==> src/hw/fmc_params.svh <==
`ifndef FMC_PARAMS_SVH
`define FMC_PARAMS_SVH

// Command codes of the configuration registers
`define FMC_CMD_MASK      8'hD7
`define FMC_CMD_DEBOUNCE  8'hD8
`define FMC_CMD_SCALE     8'hD9
`define FMC_CMD_OFFSET    8'hDA

// Reset values
`define FMC_RST_MASK      16'h0000
`define FMC_RST_DEBOUNCE  4'h0
`define FMC_RST_SCALE     16'hBA00
`define FMC_RST_OFFSET    16'h0000

// Fault type bit positions in the capture mask
`define FMC_BIT_PHASE     15
`define FMC_BIT_GROUP     14
`define FMC_BIT_CPU       13
`define FMC_BIT_UT        12
`define FMC_BIT_OT        11
`define FMC_BIT_PEAK_OC   10
`define FMC_BIT_PEAK_UC   9
`define FMC_BIT_EN_BUS    8
`define FMC_BIT_INPUT_OVERVOLTAGE    7
`define FMC_BIT_OUTPUT_OVERVOLTAGE   6
`define FMC_BIT_OUTPUT_UNDERVOLTAGE   5
`define FMC_BIT_STAGE     4
`define FMC_BIT_SYNC      3
`define FMC_BIT_INPUT_UNDERVOLTAGE    2
`define FMC_BIT_AVG_OC    1
`define FMC_BIT_AVG_UC    0

// Linear-11 field layout
`define FMC_L11_EXP_MSB   15
`define FMC_L11_EXP_LSB   11
`define FMC_L11_MANT_MSB  10

// Fraction bits of temperature values, extra quotient precision
`define FMC_TEMP_FRAC     4
`define FMC_DIV_GUARD     8

`endif

==> src/hw/fmc_pkg.sv <==
package fmc_pkg;

  typedef enum logic [1:0] {
    FMC_IDLE,
    FMC_DIV,
    FMC_DONE
  } fmc_div_state_e;

  typedef struct packed {
    logic signed [4:0]  expo;
    logic signed [10:0] mant;
  } fmc_lin11_s;

endpackage

==> src/hw/fmc_viol_if.sv <==
interface fmc_viol_if;
  logic       sample;
  logic       violate;
  logic [3:0] limit;
  logic       fault;

  modport core (
    output sample,
    output violate,
    output limit,
    input  fault
  );

  modport deb (
    input  sample,
    input  violate,
    input  limit,
    output fault
  );
endinterface

==> src/hw/fmc_debounce.sv <==
module fmc_debounce (
  input wire logic  clk_sys,
  input wire logic  rst_b,
  fmc_viol_if.deb   v
);
  logic [3:0] run;
  logic       hit;
  logic       fault;

  // Threshold reached on this violating sample: N earlier ones counted
  assign hit     = v.sample && v.violate && (run >= v.limit);
  assign v.fault = fault;

  always_ff @(posedge clk_sys or negedge rst_b) begin
    if (!rst_b) begin
      run   <= 4'h0;
      fault <= 1'b0;
    end else begin
      fault <= hit;
      if (v.sample && !v.violate) begin
        run <= 4'h0;
      end else if (v.sample && run < v.limit) begin
        run <= run + 4'h1;
      end else if (hit) begin
        run <= v.limit;
      end
    end
  end
endmodule

==> src/hw/fmc_top.sv <==
`include "fmc_params.svh"
module fmc_top #(
  parameter int TW = 16
) (
  input  wire logic                 clk_sys,
  input  wire logic                 rst_b,
  input  wire logic [7:0]           cmd_code,
  input  wire logic                 cmd_wr,
  input  wire logic                 cmd_rd,
  input  wire logic [15:0]          cmd_wdata,
  input  wire logic                 write_protect,
  output logic                      rsp_valid,
  output logic [15:0]               rsp_data,
  output logic                      rsp_error,
  input  wire logic [15:0]          fault_evt,
  input  wire logic                 vout_sample,
  input  wire logic                 ov_violate,
  input  wire logic                 uv_violate,
  output logic                      ov_fault,
  output logic                      uv_fault,
  output logic                      capture_start,
  output logic [15:0]               capture_cause,
  input  wire logic                 ext_temp_valid,
  input  wire logic signed [TW-1:0] ext_temp,
  output logic                      temp2_valid,
  output logic signed [15:0]        temp2_reading
);
  localparam int NUMW     = TW + 1 + `FMC_DIV_GUARD + 16;
  localparam int CW       = $clog2(NUMW + 1);
  localparam int DONE_DLY = NUMW + 1;

  // Register file
  logic [15:0] fault_capture_mask;
  logic [3:0]  vfd_limit;
  logic [15:0] ext_temp_scale;
  logic [15:0] ext_temp_offset;

  logic hit_mask;
  logic hit_deb;
  logic hit_scale;
  logic hit_off;
  logic hit_any;
  logic wr_ok;
  logic [15:0] rd_mux;

  assign hit_mask  = cmd_code == `FMC_CMD_MASK;
  assign hit_deb   = cmd_code == `FMC_CMD_DEBOUNCE;
  assign hit_scale = cmd_code == `FMC_CMD_SCALE;
  assign hit_off   = cmd_code == `FMC_CMD_OFFSET;
  assign hit_any   = hit_mask | hit_deb | hit_scale | hit_off;
  assign wr_ok     = cmd_wr && hit_any && !write_protect;
  assign rd_mux    = hit_mask  ? fault_capture_mask :
                     hit_deb   ? {12'h000, vfd_limit} :
                     hit_scale ? ext_temp_scale :
                     hit_off   ? ext_temp_offset : 16'h0000;

  always_ff @(posedge clk_sys or negedge rst_b) begin
    if (!rst_b) begin
      fault_capture_mask <= `FMC_RST_MASK;
      vfd_limit          <= `FMC_RST_DEBOUNCE;
      ext_temp_scale     <= `FMC_RST_SCALE;
      ext_temp_offset    <= `FMC_RST_OFFSET;
    end else if (wr_ok) begin
      if (hit_mask)  fault_capture_mask <= cmd_wdata;
      if (hit_deb)   vfd_limit          <= cmd_wdata[3:0];
      if (hit_scale) ext_temp_scale     <= cmd_wdata;
      if (hit_off)   ext_temp_offset    <= cmd_wdata;
    end
  end

  always_ff @(posedge clk_sys or negedge rst_b) begin
    if (!rst_b) begin
      rsp_valid <= 1'b0;
      rsp_data  <= 16'h0000;
      rsp_error <= 1'b0;
    end else begin
      rsp_valid <= cmd_wr | cmd_rd;
      rsp_data  <= (cmd_rd && !cmd_wr) ? rd_mux : 16'h0000;
      rsp_error <= (cmd_wr | cmd_rd) && (!hit_any || (cmd_wr && write_protect));
    end
  end

  // Output voltage debounce, one counter per limit
  fmc_viol_if ov_if ();
  fmc_viol_if uv_if ();

  assign ov_if.sample  = vout_sample;
  assign ov_if.violate = ov_violate;
  assign ov_if.limit   = vfd_limit;
  assign uv_if.sample  = vout_sample;
  assign uv_if.violate = uv_violate;
  assign uv_if.limit   = vfd_limit;

  fmc_debounce u_ov (
    .clk_sys (clk_sys),
    .rst_b   (rst_b),
    .v       (ov_if.deb)
  );

  fmc_debounce u_uv (
    .clk_sys (clk_sys),
    .rst_b   (rst_b),
    .v       (uv_if.deb)
  );

  // Fault response follows detection regardless of the mask
  assign ov_fault = ov_if.fault;
  assign uv_fault = uv_if.fault;

  // Capture trigger: every fault type, one mask bit each
  logic [15:0] evt_all;
  logic [15:0] evt_live;

  always_comb begin
    evt_all = fault_evt;
    evt_all[`FMC_BIT_OUTPUT_OVERVOLTAGE] = fault_evt[`FMC_BIT_OUTPUT_OVERVOLTAGE] | ov_if.fault;
    evt_all[`FMC_BIT_OUTPUT_UNDERVOLTAGE] = fault_evt[`FMC_BIT_OUTPUT_UNDERVOLTAGE] | uv_if.fault;
  end

  assign evt_live = evt_all & ~fault_capture_mask;

  always_ff @(posedge clk_sys or negedge rst_b) begin
    if (!rst_b) begin
      capture_start <= 1'b0;
      capture_cause <= 16'h0000;
    end else begin
      capture_start <= |evt_live;
      capture_cause <= evt_live;
    end
  end

  // Second temperature: ext_temp / scale + offset, in 1/16 degree
  fmc_pkg::fmc_lin11_s scl;
  fmc_pkg::fmc_lin11_s ofs;
  assign scl = fmc_pkg::fmc_lin11_s'(ext_temp_scale);
  assign ofs = fmc_pkg::fmc_lin11_s'(ext_temp_offset);

  function automatic logic signed [15:0] sat16(
    input logic signed [39:0] x
  );
    if (x > 40'sh0000007FFF) begin
      sat16 = 16'sh7FFF;
    end else if (x < -40'sh0000008000) begin
      sat16 = -16'sh8000;
    end else begin
      sat16 = x[15:0];
    end
  endfunction

  logic               t_neg;
  logic [TW:0]        t_mag;
  logic [NUMW-1:0]    num_base;
  logic [NUMW-1:0]    num_start;
  logic               y_neg;
  logic [10:0]        y_mag;
  logic signed [5:0]  ofs_sh;
  logic signed [39:0] ofs_ext;
  logic signed [39:0] ofs_val;

  assign t_neg    = ext_temp[TW-1];
  assign t_mag    = t_neg ? -{ext_temp[TW-1], ext_temp}
                          : {ext_temp[TW-1], ext_temp};
  assign num_base = NUMW'({t_mag, `FMC_DIV_GUARD'(0)});
  // Negative exponent multiplies the quotient, positive divides it
  assign num_start = scl.expo[4] ? num_base << (-scl.expo)
                                 : num_base >> scl.expo;
  assign y_neg    = scl.mant[10];
  assign y_mag    = y_neg ? -scl.mant : scl.mant;
  assign ofs_sh   = 6'(scl.expo * 0) + 6'(ofs.expo) + 6'(`FMC_TEMP_FRAC);
  assign ofs_ext  = 40'(ofs.mant);
  assign ofs_val  = ofs_sh[5] ? ofs_ext >>> (-ofs_sh) : ofs_ext <<< ofs_sh;

  fmc_pkg::fmc_div_state_e st;
  fmc_pkg::fmc_div_state_e next_st;
  logic [11:0]        rem;
  logic [NUMW-1:0]    quo;
  logic [CW-1:0]      cnt;
  logic               q_neg;
  logic [10:0]        dvs;
  logic [11:0]        rem_sh;
  logic               ge;
  logic signed [39:0] q_scaled;
  logic signed [39:0] q_signed;
  logic signed [39:0] sum;

  assign rem_sh   = {rem[10:0], quo[NUMW-1]};
  assign ge       = rem_sh >= {1'b0, dvs};
  assign q_scaled = 40'(quo >> `FMC_DIV_GUARD);
  assign q_signed = q_neg ? -q_scaled : q_scaled;
  assign sum      = 40'(sat16(q_signed)) + ofs_val;

  always_comb begin
    next_st = st;
    unique case (st)
      fmc_pkg::FMC_IDLE: begin
        if (ext_temp_valid) next_st = fmc_pkg::FMC_DIV;
      end
      fmc_pkg::FMC_DIV: begin
        if (cnt == CW'(NUMW - 1)) next_st = fmc_pkg::FMC_DONE;
      end
      fmc_pkg::FMC_DONE: begin
        next_st = fmc_pkg::FMC_IDLE;
      end
      default: next_st = fmc_pkg::FMC_IDLE;
    endcase
  end

  always_ff @(posedge clk_sys or negedge rst_b) begin
    if (!rst_b) begin
      st    <= fmc_pkg::FMC_IDLE;
      rem   <= 12'h000;
      quo   <= '0;
      cnt   <= '0;
      q_neg <= 1'b0;
      dvs   <= 11'h000;
    end else begin
      st <= next_st;
      if (st == fmc_pkg::FMC_IDLE && ext_temp_valid) begin
        rem   <= 12'h000;
        quo   <= num_start;
        cnt   <= '0;
        q_neg <= t_neg ^ y_neg;
        dvs   <= y_mag;
      end else if (st == fmc_pkg::FMC_DIV) begin
        rem <= ge ? rem_sh - {1'b0, dvs} : rem_sh;
        quo <= {quo[NUMW-2:0], ge};
        cnt <= cnt + CW'(1);
      end
    end
  end

  // A zero scale has no defined quotient; full scale is reported
  always_ff @(posedge clk_sys or negedge rst_b) begin
    if (!rst_b) begin
      temp2_valid   <= 1'b0;
      temp2_reading <= 16'sh0000;
    end else begin
      temp2_valid <= st == fmc_pkg::FMC_DONE;
      if (st == fmc_pkg::FMC_DONE) begin
        temp2_reading <= (dvs == 11'h000)
                         ? (q_neg ? -16'sh8000 : 16'sh7FFF)
                         : sat16(sum);
      end
    end
  end

  // Checks
  // Mask that was live when the current capture_cause was formed
  logic [15:0] cap_mask_used;
  logic [15:0] cap_leak;

  always_ff @(posedge clk_sys or negedge rst_b) begin
    if (!rst_b) begin
      cap_mask_used <= `FMC_RST_MASK;
    end else begin
      cap_mask_used <= fault_capture_mask;
    end
  end

  assign cap_leak = capture_cause & cap_mask_used;
endmodule

==> config.mk <==
export PLATFORM = sky130hd
export DESIGN_NAME = fmc_top
export DESIGN_NICKNAME = d
export VERILOG_FILES = /design/src/hw/fmc_pkg.sv /design/src/hw/fmc_viol_if.sv /design/src/hw/fmc_debounce.sv /design/src/hw/fmc_top.sv
export VERILOG_INCLUDE_DIRS = /design/src /design/src/hw
export SDC_FILE = /design/constraint.sdc
export NUM_CORES = 1
export LEC_CHECK = 0
export BUFFER_PORTS_ARGS = -buffer_cell sky130_fd_sc_hd__buf_2
export CAP_MARGIN = 20
export CORE_MARGIN = 2
export CORE_UTILIZATION = 57
export DETAILED_ROUTE_END_ITERATION = 8
export GPL_TIMING_DRIVEN = 0
export PLACE_DENSITY = 0.76
export SYNTH_ARGS = -nofsm -noshare
export SYNTH_HDL_FRONTEND = slang
export SYNTH_SLANG_ARGS = --single-unit
==> constraint.sdc <==
create_clock -name clk_sys -period 11 [get_ports clk_sys]
set_input_delay 0 -clock clk_sys [delete_from_list [all_inputs] [get_ports clk_sys]]
set_output_delay 0 -clock clk_sys [all_outputs]
set_load 0.1 [all_outputs]
==> flow_summary.yaml <==
cts:
  cts_sinks: 186
  cts_setup_buffers: 0
  clockBufferDepth: 2
  insertion_delay_ns: 0.46
  ctsHoldBuffers: 42
  cts_buffers: 17
  ctsResizeCount: 0
  clk_pin_slew_ns: 0.08
  cts_tree: "built"
  htreeDepth: 4
  ctsRootBufferMaster: "clkbuf_16"
route:
  drc_errors: 0
  wl_met2_microns: 22700
  vias: 16200
  wl_per_cell_microns: 19.4
  top_layer_used: "met4"
  wl_met1_microns: 21500
  drtIter0Drc: 2170
  viasPerCell: 6.37
  routed-wl-met3_microns: 4130
  drtPass1Iterations: 8
  wl_microns: 49600
  antenna_left: 0
cells_and_area:
  final_cell_mix: "nand2_1 (231), o21ai_0 (203), dfrtp_1 (181)"
  nNetsFinal: 2294
  fillers: 2415
  final_core_util_pct: 65.2
  layout_commonest_cell: "nand2_1"
  syn2layout_area_growth_pct: 13.3
  n_antenna_cell: 0
  drive_above_1_share_pct: 12.6
timing:
  finalSetupViolCount: 0
  period_share_pct: 67.8
  fin_tns_setup_ns: 0
  skew_ns: 0.0188
  maxSlewViolCount: 0
  hold_viol_final: 0
  slew_headroom_pct: 31.1
  fin_crit_ns: 7.46
  rsz0062_at_grt: "false"
  tightest_slew_ns: 1.03
  max_freq_mhz: 134
  worst_slack_ns: 3.54
  timing.hold.ws_ns: 0.0628
run:
  cap_violations: 0
place:
  dp_hpwl_microns: 37200
  gp_congestion: 1.01
  io_buffers: 116
  post-place-ws_ns: 3.78
floorplanning:
  fp.dieH_microns: 171
  ios: 119
  fp.dieW_microns: 171
  die_area_sq_um: 29200
  coreArea_sq_um: 27600
  num_rows: 61
  start_util_pct: 57.5
yosys:
  synth-main-ff-cell: "dfrtp_1"
  synth_area_per_cell_sq_um: 8.03
  synth_edf_count: 0
  synth.cell_area_sq_um: 15900
  syn_inst: 1979
  ys_seq_elements: 186
  yosysSeqAreaShare_pct: 29.3
  ys_async_sr_fraction_pct: 100
  yosysWarnings: 0
  synth_nets: 2115
  synth_cell_type_count: 92
setup_path:
  cpMaxStageDelayCell: "or4b_4"
  reg2reg_depth: 27
  cp_max_fo: 10
  crit_start: "quo[16]"
  start_kind: "register"
  cpPeakStageDelay_ns: 0.58
  path_class: "register to register"
  cp.depth: 27
  cp_common_cell: "a21oi_1"
  critical_path.top_delay_family: "simple AND/OR/NAND/NOR gates"
  cp.arrival_ns: 7.84
  r2r_slack_ns: 3.54
  critPathBufInv: 3
  reg2reg_from: "quo[16]"
  required_ns: 11.38
  end_kind: "register"
  r2r_end: "temp2_reading[13]"
  endpoint: "temp2_reading[13]"
hold_path:
  hold_path.class: "input port to asynchronous set/reset pin"
grt:
  antenna_found_initial: 0
  grt_pass1_wl_microns: 79100
  grt_max_degree: 131
  overflow: 0
  grt_pass1_vias: 15100
  track_usage_pct: 33.8
pwr:
  leakagePower_nw: 7.87
  powerDensity_nw_per_um2: 190
  ir_worst_vdd_uv: 165
  power_mw: 3.42
run_status:
  status: "complete, no violations"
==> registers in the layout (all words and copies together), names as in the netlist, 6 cells and up <==
| register | count |
|---|---|
| temp2_reading | 16 |
| dvs | 11 |
| rsp_data | 16 |
| ext_temp_offset | 16 |
| cnt | 6 |
| capture_cause | 16 |
| quo | 41 |
| rem | 11 |
| ext_temp_scale | 16 |
| fault_capture_mask | 16 |
==> cells in the mapped netlist, types with 20 or more instances <==
cell type | instances | share of area, %
xnor2_1 | 37 | 2.0
nor2b_1 | 30 | 1.2
mux2i_1 | 82 | 5.2
nor2_1 | 161 | 3.8
nand2_1 | 231 | 5.5
a21oi_1 | 171 | 5.4
nand4_1 | 25 | 0.98
a31oi_1 | 23 | 0.91
inv_1 | 55 | 1.3
nand3_1 | 43 | 1.4
o21ai_0 | 203 | 6.4
xor2_1 | 49 | 2.7
ha_1 | 69 | 5.4
mux2_2 | 71 | 5.0
nand2b_1 | 20 | 0.79
nor3_1 | 42 | 1.3
a21o_1 | 23 | 1.1
clkbuf_1 | 99 | 2.3
dfrtp_1 | 181 | 29
==> layer usage <==
layer  vias up  GRT usage (%)
li1       7642              -
met1      7669           47.1
met2       816           54.6
met3       104           5.18
met4         0           9.87
met5         -              0
==> per-stage QoR <==
step	cell area, sq um	cells
after floorplan	15900	1979
after global placement	16900	2473
after detailed placement	17000	2474
after CTS	18000	2548
after global routing	18000	2549
final	18000	2549
==> where the power goes <==
group	internal, mW	switching [mW]	leakage, nW	total [mW]
logic	0.634	1.19	5.19	1.82
registers	0.826	0.141	2.39	0.967
clock network	0.307	0.322	0.291	0.629
total	1.77	1.65	7.87	3.42
==> final cells by class <==
type,instances,area (sq um),share of cell area (%)
multi-input cells,1609,10500,58.3
flip-flops and latches,186,4660,25.9
repair buffers,160,1050,5.81
plain buffers,125,512,2.84
well taps,378,473,2.63
clock buffers,18,429,2.38
inverters,59,221,1.23
clock inverters,14,170,0.945
==> how the worst min path moves through the flow <==
stage                     startpoint                to  cells past startpoint
final                          rst_b           quo[33]                      2
after global routing           rst_b           quo[25]                      2
after CTS                      rst_b  temp2_reading[7]                      2
after detailed placement       rst_b           quo[33]                      1
after global placement        cmd_rd         rsp_valid                      3
after floorplan                rst_b  capture_cause[0]                      0
==> cell families after synthesis <==
| family | count (synthesis) | share of synthesized area, % |
|---|---|---|
| AO/OA/AOI/OAI | 644 | 25.3 |
| XOR/XNOR | 86 | 4.74 |
| adder cells (fa/ha/maj) | 71 | 5.69 |
| buffers and inverters | 184 | 4.61 |
| flip-flops | 186 | 29.3 |
| multiplexers | 157 | 10.8 |
| AND/OR/NAND/NOR | 651 | 19.6 |
Note: power is estimated with default switching activity, not from simulation.
